--- config.mk ---
export PLATFORM = sky130hd
export DESIGN_NAME = scu_core
export DESIGN_NICKNAME = d
export VERILOG_FILES = /design/src/common/scu_pkg.sv /design/src/core/scu_core.sv
export SDC_FILE = /design/constraint.sdc
export NUM_CORES = 1
export LEC_CHECK = 0
export BUFFER_PORTS_ARGS = -buffer_cell sky130_fd_sc_hd__buf_2
export CORE_MARGIN = 5
export CORE_UTILIZATION = 45
export CTS_BUF_LIST = sky130_fd_sc_hd__clkbuf_8
export CTS_CLUSTER_SIZE = 14
export DETAILED_ROUTE_END_ITERATION = 8
export GPL_ROUTABILITY_DRIVEN = 0
export PLACE_DENSITY_LB_ADDON = 0.05
export SYNTH_ARGS = -nofsm -noshare
export SYNTH_HDL_FRONTEND = slang
export SYNTH_SLANG_ARGS = --single-unit
--- constraint.sdc ---
create_clock -name CLK_IN -period 4.6 [get_ports CLK_IN]
set_clock_uncertainty 0.15 [all_clocks]
set_input_delay 0.92 -clock CLK_IN [delete_from_list [all_inputs] [get_ports CLK_IN]]
set_output_delay 0.92 -clock CLK_IN [all_outputs]
set_load 0.01 [all_outputs]
--- src/common/scu_pkg.sv ---
// shared constants and types of the shift/cycle unit
// assumes a 50 MHz processor clock and an APB register slave

package scu_pkg;
    // register word offsets on the APB side (byte addresses)
    localparam logic [7:0] OFS_A = 8'h00;
    localparam logic [7:0] OFS_B = 8'h04;
    localparam logic [7:0] OFS_CMD = 8'h08;
    localparam logic [7:0] OFS_STAT = 8'h0C;
    // status register bits
    localparam int STAT_BUSY_BIT = 0;
    localparam int STAT_OVF_BIT = 1;
    // operand field positions (vector index, index 23 is the word's bit 0)
    localparam int CNT_MSB = 8;
    localparam int LOG_BIT = 9;
    localparam int CYC_BIT = 10;
    localparam int DIR_BIT = 11;
    localparam int SEL_LO = 12;
    localparam int SEL_HI = 13;
    localparam int NORM_BIT = 14;
    // register selection codes
    localparam logic [1:0] SEL_DOUBLE = 2'h0;
    localparam logic [1:0] SEL_B_ONLY = 2'h1;
    localparam logic [1:0] SEL_A_ONLY = 2'h2;
    localparam logic [1:0] SEL_TWIN = 2'h3;
    // count limit and timing breakpoints
    localparam logic [8:0] MAX_COUNT = 9'h030;
    localparam logic [8:0] LEFT_LIM2 = 9'h006;
    localparam logic [8:0] LEFT_LIM3 = 9'h01C;
    localparam logic [8:0] RIGHT_LIM2 = 9'h003;
    localparam logic [8:0] RIGHT_LIM3 = 9'h00E;
    localparam logic [8:0] RIGHT_LIM4 = 9'h019;
    localparam logic [8:0] RIGHT_LIM5 = 9'h024;
    localparam logic [8:0] RIGHT_LIM6 = 9'h02F;
    localparam logic [2:0] NORM_MEM_CYCLES = 3'h2;
    // memory cycle expressed in clocks (a least time, rounded up)
    localparam int CLK_PERIOD_NS = 20;
    localparam int MEM_CYCLE_NS = 1750;
    localparam int MEM_CYCLE_CLKS =
        (MEM_CYCLE_NS + CLK_PERIOD_NS - 1) / CLK_PERIOD_NS;

    typedef enum logic {SCU_IDLE, SCU_RUN} scu_phase_t;

    typedef struct packed {
        scu_phase_t phase;
        logic [23:0] a;
        logic [23:0] b;
        logic [5:0] cnt;
        logic [1:0] sel;
        logic left;
        logic cyc;
        logic logical;
        logic sign0;
        logic [9:0] timer;
        logic ovf;
        logic done;
        logic [31:0] rdata;
    } scu_state_t;
endpackage

--- src/core/scu_core.sv ---
// shift/cycle unit: A and B accumulators, double and twin shifts over APB
// assumes an APB master on CLK_IN; the sequencer waits for DONE_OUT
// Overview of operation
// RULE_01 - double right: A bit 23 into B bit 0
// RULE_02 - double left: B bit 0 into A bit 23
// RULE_03 - operand bit 9 set means normalize; the code does no shift and only waits 2 memory cycles
// RULE_04 - bits 10-11 pick double, B, A, twin
// RULE_05 - bits 12-14: direction, shift/cycle, arith/logical
// RULE_06 - arithmetic right keeps and extends sign
// RULE_07 - arithmetic left on A sets overflow
// RULE_08 - arithmetic left on B never sets overflow
// RULE_09 - logical shifts fill vacated bits with zero
// RULE_10 - logical treats 24 or 48 bits whole
// RULE_11 - twin mode shifts A, B independently
// RULE_12 - cycle wraps leaving bits to other end
// RULE_13 - count is unsigned operand bits 15-23
// RULE_14 - zero count leaves registers unchanged
// RULE_15 - count above 48 becomes 48
// RULE_16 - count decrements once per bit shifted
// RULE_17 - left shift takes 2, 3, 4 cycles
// RULE_18 - right shift takes 2 to 7 cycles
// RULE_19 - address logic indexes 15 or 9 bits
// RULE_20 - sequencer never repeats shift instructions
// RULE_21 - single right drops bits past 23
// RULE_22 - double arithmetic right extends only A sign
// RULE_23 - double cycle right: B 23 to A 0
// RULE_24 - overflow changes only on arithmetic left A; the code also clears it on a STAT write with bit 1 set
// RULE_25 - completion pulse after the memory-cycle time

`timescale 1ns/1ps

module scu_core
    import scu_pkg::*;
(
    input wire logic CLK_IN,
    input wire logic RESET_IN,
    input wire logic PSEL_IN,
    input wire logic PENABLE_IN,
    input wire logic PWRITE_IN,
    input wire logic [7:0] PADDR_IN,
    input wire logic [31:0] PWDATA_IN,
    output logic [31:0] PRDATA_OUT,
    output logic PREADY_OUT,
    output logic PSLVERR_OUT,
    output logic BUSY_OUT,
    output logic DONE_OUT,
    output logic OVERFLOW_OUT
);

    scu_state_t st_reg;
    scu_state_t st_next;
    logic setup;
    logic access;
    logic mapped;
    logic stepping;

    // one bit of a single register: left or right, shift or cycle
    function automatic logic [23:0] step_one(input logic [23:0] r,
        input logic left, input logic cyc, input logic logical);
        logic fill;
        fill = 1'b0;
        if (left)
        begin
            fill = cyc ? r[23] : 1'b0; // RULE_09 RULE_12
            return {r[22:0], fill};
        end
        if (cyc)
            fill = r[0]; // RULE_12
        else if (!logical)
            fill = r[23]; // RULE_06
        return {fill, r[23:1]}; // RULE_21
    endfunction

    // memory cycles needed for a given direction and count
    function automatic logic [2:0] mem_cycles(input logic left,
        input logic [8:0] c);
        if (left)
        begin
            if (c <= LEFT_LIM2) return 3'h2; // RULE_17
            if (c <= LEFT_LIM3) return 3'h3;
            return 3'h4;
        end
        if (c <= RIGHT_LIM2) return 3'h2; // RULE_18
        if (c <= RIGHT_LIM3) return 3'h3;
        if (c <= RIGHT_LIM4) return 3'h4;
        if (c <= RIGHT_LIM5) return 3'h5;
        if (c <= RIGHT_LIM6) return 3'h6;
        return 3'h7;
    endfunction

    // apb phase decode and address map
    assign setup = PSEL_IN && !PENABLE_IN;
    assign access = PSEL_IN && PENABLE_IN;
    assign mapped = (PADDR_IN == OFS_A) || (PADDR_IN == OFS_B) ||
        (PADDR_IN == OFS_CMD) || (PADDR_IN == OFS_STAT);
    assign stepping = (st_reg.phase == SCU_RUN) && (st_reg.cnt != 6'h00);

    // next state: bus side, command start, one bit per clock while running
    always_comb
    begin
        logic [8:0] raw;
        logic [8:0] eff;
        logic [47:0] d;
        logic fill;
        raw = PWDATA_IN[CNT_MSB:0]; // RULE_13
        eff = '0;
        d = '0;
        fill = 1'b0;
        st_next = st_reg;
        st_next.done = 1'b0;
        if (setup)
        begin
            st_next.rdata = '0;
            case (PADDR_IN)
                OFS_A: st_next.rdata[23:0] = st_reg.a;
                OFS_B: st_next.rdata[23:0] = st_reg.b;
                OFS_STAT:
                begin
                    st_next.rdata[STAT_BUSY_BIT] = st_reg.phase == SCU_RUN;
                    st_next.rdata[STAT_OVF_BIT] = st_reg.ovf;
                end
                default: st_next.rdata = '0;
            endcase
        end
        // writes take effect at the access edge; data writes are ignored while running
        if (access && PWRITE_IN && mapped)
        begin
            case (PADDR_IN)
                OFS_A:
                    if (st_reg.phase == SCU_IDLE)
                        st_next.a = PWDATA_IN[23:0];
                OFS_B:
                    if (st_reg.phase == SCU_IDLE)
                        st_next.b = PWDATA_IN[23:0];
                OFS_STAT:
                    if (PWDATA_IN[STAT_OVF_BIT])
                        st_next.ovf = 1'b0;
                OFS_CMD:
                    if (st_reg.phase == SCU_IDLE)
                    begin
                        st_next.phase = SCU_RUN;
                        st_next.sel = PWDATA_IN[SEL_HI:SEL_LO]; // RULE_04
                        st_next.left = PWDATA_IN[DIR_BIT]; // RULE_05
                        st_next.cyc = PWDATA_IN[CYC_BIT];
                        st_next.logical = PWDATA_IN[LOG_BIT];
                        st_next.sign0 = st_reg.a[23];
                        eff = (raw > MAX_COUNT) ? MAX_COUNT : raw; // RULE_15
                        if (PWDATA_IN[NORM_BIT])
                        begin
                            // normalize is not carried out here: no shift
                            st_next.cnt = '0; // RULE_03
                            st_next.timer = 10'(NORM_MEM_CYCLES) *
                                10'(MEM_CYCLE_CLKS);
                        end
                        else
                        begin
                            st_next.cnt = eff[5:0]; // RULE_14
                            st_next.timer =
                                10'(mem_cycles(PWDATA_IN[DIR_BIT], eff)) *
                                10'(MEM_CYCLE_CLKS); // RULE_17 RULE_18
                        end
                    end
                default: st_next.phase = st_reg.phase;
            endcase
        end
        // running: shift one position per clock, then wait out the time
        if (st_reg.phase == SCU_RUN)
        begin
            if (stepping)
            begin
                st_next.cnt = st_reg.cnt - 6'h01; // RULE_16
                case (st_reg.sel)
                    SEL_DOUBLE:
                    begin
                        d = {st_reg.a, st_reg.b}; // RULE_10
                        if (st_reg.left)
                            d = {d[46:0], st_reg.cyc ? d[47] : 1'b0}; // RULE_02
                        else
                        begin
                            if (st_reg.cyc)
                                fill = d[0]; // RULE_23
                            else if (!st_reg.logical)
                                fill = d[47]; // RULE_22
                            d = {fill, d[47:1]}; // RULE_01
                        end
                        st_next.a = d[47:24];
                        st_next.b = d[23:0];
                    end
                    SEL_A_ONLY:
                        st_next.a = step_one(st_reg.a, st_reg.left,
                            st_reg.cyc, st_reg.logical);
                    SEL_B_ONLY:
                        st_next.b = step_one(st_reg.b, st_reg.left,
                            st_reg.cyc, st_reg.logical);
                    default:
                    begin
                        // twin: both move, nothing crosses between them
                        st_next.a = step_one(st_reg.a, st_reg.left,
                            st_reg.cyc, st_reg.logical); // RULE_11
                        st_next.b = step_one(st_reg.b, st_reg.left,
                            st_reg.cyc, st_reg.logical);
                    end
                endcase
                // overflow only for arithmetic left shifts touching A
                if (st_reg.left && !st_reg.cyc && !st_reg.logical &&
                    st_reg.sel != SEL_B_ONLY &&
                    st_next.a[23] != st_reg.sign0)
                    st_next.ovf = 1'b1; // RULE_07 RULE_08 RULE_24
            end
            st_next.timer = st_reg.timer - 10'h001;
            if (st_reg.timer == 10'h001)
            begin
                st_next.phase = SCU_IDLE;
                st_next.done = 1'b1; // RULE_25
            end
        end
    end

    // state register
    always_ff @(posedge CLK_IN)
    begin
        if (RESET_IN)
        begin
            st_reg <= '0;
            st_reg.phase <= SCU_IDLE;
        end
        else
            st_reg <= st_next;
    end

    // outputs
    assign PRDATA_OUT = st_reg.rdata;
    assign PREADY_OUT = 1'b1;
    assign PSLVERR_OUT = access && !mapped;
    assign BUSY_OUT = st_reg.phase == SCU_RUN;
    assign DONE_OUT = st_reg.done;
    assign OVERFLOW_OUT = st_reg.ovf;

    // helper: busy clocks since start and the time that was promised
    logic [9:0] elapsed_reg;
    logic [9:0] expect_reg;
    always_ff @(posedge CLK_IN)
    begin
        if (RESET_IN)
        begin
            elapsed_reg <= '0;
            expect_reg <= '0;
        end
        else if (st_reg.phase == SCU_IDLE && st_next.phase == SCU_RUN)
        begin
            elapsed_reg <= '0;
            expect_reg <= st_next.timer;
        end
        else if (st_reg.phase == SCU_RUN)
            elapsed_reg <= elapsed_reg + 10'h001;
    end
endmodule // scu_core

# Word level (Yosys, flattened, before mapping)
# Index checks and enable logic that the tools add are counted.
[word_totals]
register_bits = 97
out_inout_bits = 37
word_cells = 204
[classes]
n_addsub = 2
mul = 1
magnitude_cmp = 8
n_eq_ne = 8
n_mux = 145
n_bitwise = 1
reduce_logical = 26
[ops]
columns = ["op", "count"]
rows = [
  ["$mux 24", 12],
  ["$pmux 24 s3", 2],
  ["$mux 3", 34],
  ["$mux 1", 85],
  ["$mux 72", 1],
  ["$mux 55", 1],
  ["$mux 54", 1],
  ["$mux 48", 1],
  ["$mux 22", 2],
  ["$pmux 22 s2", 1],
  ["$le 9x5->1 const B", 2],
  ["$le 9x6->1 const B", 2],
  ["$eq 8x4->1 const B", 2],
  ["$mux 12", 1],
  ["$eq 10x1->1 const B", 1],
  ["$logic_and 1x1->1", 10],
  ["$mux 10", 1],
  ["$sub 10x1->10 const B", 1],
  ["$gt 9x6->1 const B", 1],
  ["$le 9x2->1 const B", 1],
  ["$le 9x3->1 const B", 1],
  ["$le 9x4->1 const B", 1],
  ["$mux 9", 1],
  ["$eq 8x3->1 const B", 1],
  ["19 further kinds", 25],
]

# Logic depth before layout (Yosys ltp)
[depth]
depth_word = 64
mapped_depth = 11
mapped_depth_nobuf = 10

# Least setup slack after synthesis
# No wires, ideal clock.
[synth_timing]
path_kind = "input to register"
from = "input port PWDATA_IN[5]"
to = "register st_reg[41] (netlist bit)"
arrival_ns = 3.354
required_time_ns = 4.371
setup_slack_ns = 1.017
cell_stages = 10
cell_sequence = "clkbuf_1 -> o211ai_1 -> and3_1 -> o221ai_1 -> ha_1 -> ha_1 -> fa_1 -> xnor2_1 -> or4_1 -> o211ai_1"
[synth_via]
elab_chain_cells = 43
word_cells_on_any_way = 96
classes_between = "1 x mul; 8 x order compare; 87 x mux"
[synth_rtl]
columns = ["item", "line", "rtl"]
rows = [
  ["start, declared", "scu_core.sv:41", "input wire logic [31:0] PWDATA_IN,"],
  ["$gt 9x6->1", "scu_core.sv:147", "eff = (raw > MAX_COUNT) ? MAX_COUNT : raw;"],
  ["$mux 9 (*)", "scu_core.sv:147", ""],
  ["$le 9x5->1", "scu_core.sv:80", "if (c <= LEFT_LIM3) return 3'h3;"],
  ["$mux 1 (2 in a row)", "scu_core.sv:80", ""],
  ["$mux 1", "scu_core.sv:77", "if (left)"],
  ["$mux 1", "scu_core.sv:148", "if (PWDATA_IN[NORM_BIT])"],
  ["$mux 1", "scu_core.sv:139", "if (st_reg.phase == SCU_IDLE)"],
  ["$mux 1", "scu_core.sv:128", "case (PADDR_IN)"],
  ["[26 not listed]", "n/a", ""],
  ["$mux 3 (*)", "scu_core.sv:128", ""],
  ["$mux 3 (*)", "scu_core.sv:126", "if (access && PWRITE_IN && mapped)"],
  ["$mul 3x4->7 (*)", "scu_core.sv:159", "10'(mem_cycles(PWDATA_IN[DIR_BIT], eff)) *"],
  ["$mux 10 (*)", "scu_core.sv:148", ""],
  ["$mux 22 (*)", "scu_core.sv:139", ""],
  ["$mux 22 (*)", "scu_core.sv:128", ""],
  ["$mux 72 (*)", "scu_core.sv:126", ""],
  ["$mux 12 (*)", "scu_core.sv:167", "if (st_reg.phase == SCU_RUN)"],
  ["end signal, assigned", "scu_core.sv:228", "st_reg <= st_next;"],
  ["end, declared", "scu_core.sv:50", "scu_state_t st_reg;"],
]
# Every way passes the cells marked *; elsewhere a longest branch is shown, timed or not. The select of a mux whose other input is x is not followed.
# A chain may end at the register's enable or synchronous reset.

# Final worst setup path
[layout_timing]
from = "input port PWDATA_IN[8]"
to = "register st_reg[41] (netlist bit)"
# Same word-level chain as after synthesis.

==> results by group <==
Finish
  – NumNets Final: approximately 730
  – Max FFs per register: 70
  – Area Growth Syn to Fin: 6.672%
  – Post-Layout Inst Area: a little over 0.006 mm2
  – Layout cell share with drive strength beyond 1: 15.69%
  – Diode count: 0

Placement
  – Hpwl dp: roughly 10000 um
  – DP Area: around 0.0059 mm2
  – Pre-CTS WS: approximately 800 ps
  – Port buffer count: 64

Synthesis
  – Register area share after synthesis: between 30% and 40%
  – Xor/xnor share of the synthesized area: less than 1%
  – Cell Area, Synth: about 0.0058 mm2
  – Simple-Gate Fraction of Synth Area: between 20 and 25%
  – Yosys reg bits: 97
  – Synth Area per Inst: between 8 and 9 um2
  – Most numerous cell in the Yosys netlist: dfxtp_1
  – Mux share of post-synthesis cell area: under 10%
  – Post-synth top area share: 33.62%
  – Post-Synthesis Cells: 679
  – Top post-synthesis cells by count: dfxtp_1 (97), a211oi_1 (93), nor2b_1 (51)
  – Adder-cell share of the synthesized area: about 2.5%
  – Yosys warnings: 0
  – Combinational family with the most area after synthesis: compound AO/OA/AOI/OAI gates
  – Post-synth cell types: 61
  – Compound-Gate Fraction of Synth Area: between 20 and 25%
  – Post-synth ARST share: 0%
  – Synth area leader: dfxtp_1
  – Ys flop type: dfxtp_1
  – Largest cells by area after synthesis: dfxtp_1 (34%), a211oi_1 (12%), mux2i_1 (8.0%)
  – Post-synth EDFFs: 0

Critical path
  – Max incr delay on CP: approximately 420 ps
  – FF-to-FF setup slack: roughly 1900 ps
  – Worst setup path startpoint: PWDATA_IN[8]
  – Top cell by count, worst path: ha_1
  – Delay-heaviest family, CP: simple AND/OR/NAND/NOR gates
  – Crit Path Class: in2reg
  – CP bufs+invs: 1
  – Slowest CP cell: nor3_1
  – Worst-path cell chain: buf_2 > nor3_1 > and3_1 > o221ai_1 > ha_1 > ha_1 > fa_1 > xnor2_1 > or4_1 > o211ai_1
  – Worst Path Arrival: ~3700 ps
  – Reg-to-Reg Start: BUSY_OUT
  – Critical path startpoint category: input port
  – CP max FO: 5
  – Worst r2r dst: st_reg[56]
  – Worst Path Required: 4750 ps
  – CP Capture Point: st_reg[41]
  – Worst path depth: 10
  – FF-to-FF path depth: 6
  – Crit end category: flop

Floorplanning
  – Row Count: 41
  – Die width: ~120 um
  – Initial core utilization: 45.77%
  – Chip Height: 123.3 um
  – I/O pins: 82
  – Die footprint: 0.01520 mm2
  – Core Region: 0.01262 mm2

Worst hold path
  – Worst Hold Path Cells: 2
  – Hold Crit Class: reg2reg

STA
  – Crit share post-route: about three quarters
  – RSZ-0062 raised after global routing: false
  – Worst-margin pin slew: approximately 1100 ps
  – Total Negative Setup Slacks: 0 ps
  – Final hold violations: 0
  – Setup-failing EPs final: 0
  – Slew margin rel.: between 20% and 30%
  – Hold slack: roughly 310 ps
  – Fmax: around 280 MHz
  – Fin crit period: 3522 ps
  – Fin worst setup slack: approximately 1100 ps
  – Final slew viol count: 0

CTS
  – Worst skew pair latency: about 380 ps
  – TritonCTS clock tree: yes
  – Htree depth: 3
  – Register clock-pin slew on the reported worst setup and hold paths: 100 ps
  – Max clock buf depth: 2
  – Total CTS buffers: 9
  – Post-CTS setup repair buffer count: 0
  – Root buffer cell: clkbuf_8
  – # resized after CTS: 0
  – Cts hold-fix bufs: 0
  – Clock Sinks: 97

Detailed routing
  – Drt first-iter violations: 360
  – Vias/cell: between 5 and 6
  – Drt wl/cell: between 15 and 20 um
  – Post-route DRC: 0
  – Total length of routed wires: around 15000 um
  – Detailed Routing Iterations Pass 1: 4
  – DR vias: between 5000 and 6000
  – DRT antenna net count: 0

GRT
  – Antenna violations before repair: 0
  – Vias in the first global route: approximately 4800
  – Total gr overflow: 0
  – Tot GR Track Use: a little over a fifth
  – Largest net degree at the start of global routing: 76
  – Global-route wire length before repair: around 25000 um

Pwr
  – Power Density: about 280 mW/mm2
  – Worst IR Drop VDD: between 0.1 and 0.15 mV
  – Total power: approximately 1.7 mW
  – Leak Pwr: approximately 2.5 nW

Run status
  – Status: complete, no violations

Flow run
  – MaxCap Viol Count: 0
==> through the flow <==
stage / instances / utilization (%)
2_1_floorplan: 686 / -
3_3_place_gp: 838 / 46.84
3_5_place_dp: 838 / 46.84
4_1_cts: 854 / 48.82
5_1_grt: 854 / 48.82
6_report: 854 / 48.82
==> final cells by class <==
type	instances	area (um2)
multi-input cells	486	3324
repair buffers	73	390.4
clock buffers	10	137.6
fillers	1299	6459
inverters	10	37.54
well taps	172	215.2
flip-flops and latches	97	1943
clock inverters	6	112.6
==> power breakdown <==
group / total, mW / internal, mW / switching, mW / leakage (nW)
clock network: 0.701 / 0.379 / 0.322 / 0.127
registers: 0.856 / 0.850 / 0.00541 / 0.785
logic: 0.148 / 0.0527 / 0.0954 / 1.63
total: 1.70 / 1.28 / 0.423 / 2.55
==> per-layer routing <==
metal	routed length, um	vias up	global-route usage [%]
met1	6941	2418	27.77
met2	7496	109	34.73
met5	0	-	0
met4	314	0	7.889
li1	-	2500	-
met3	710	18	2.562
==> worst min path at each step <==
stage                  startpoint       endpoint  slack, ps
floorplan           PRDATA_OUT[0]  PRDATA_OUT[0]        280
global placement    PRDATA_OUT[1]  PRDATA_OUT[1]        290
detailed placement  PRDATA_OUT[1]  PRDATA_OUT[1]        300
CTS                 PRDATA_OUT[1]  PRDATA_OUT[1]        310
global route        PRDATA_OUT[1]  PRDATA_OUT[1]        330
finish              PRDATA_OUT[1]  PRDATA_OUT[1]        310
==> kinds of logic (layout without fill, tap and decap cells) <==
group | Yosys count | after routing
buf+inv | 103 | 99
simple gates | 218 | 218
compound gates | 197 | 197
fa+ha+maj | 11 | 11
other cells | 2 | 9
xor+xnor | 2 | 2
mux | 49 | 49
flops | 97 | 97
==> cell usage in the layout (no fill, tap or decap), types with 3 or more instances in the layout <==
master | Yosys | final
a31oi_1 | 7 | 7
or4_1 | 3 | 3
buf_4 | 37 | 10
nand2b_1 | 8 | 8
conb_1 | 2 | 9
clkbuf_8 | 0 | 10
o211ai_1 | 3 | 3
nor4_1 | 5 | 5
nand4_1 | 4 | 4
nand4_2 | 3 | 3
nor3_1 | 26 | 26
a211oi_1 | 93 | 93
ha_1 | 10 | 10
buf_2 | 10 | 63
nand3_1 | 15 | 15
dfxtp_1 | 97 | 96
nor2b_1 | 51 | 50
nor2_1 | 47 | 47
bufinv_16 | 0 | 3
o21ai_0 | 13 | 13
a311oi_1 | 3 | 3
and3_1 | 3 | 3
nand2_1 | 32 | 32
mux2_2 | 3 | 3
inv_1 | 10 | 10
a221oi_1 | 24 | 24
a21oi_1 | 32 | 32
mux2i_1 | 46 | 46
==> worst min-delay path: stages, from the launching register on <==
cell     delay (ps)
dfxtp_1         320
nand2_1          50
a21oi_1          50
(Power assumes the default switching activity.)
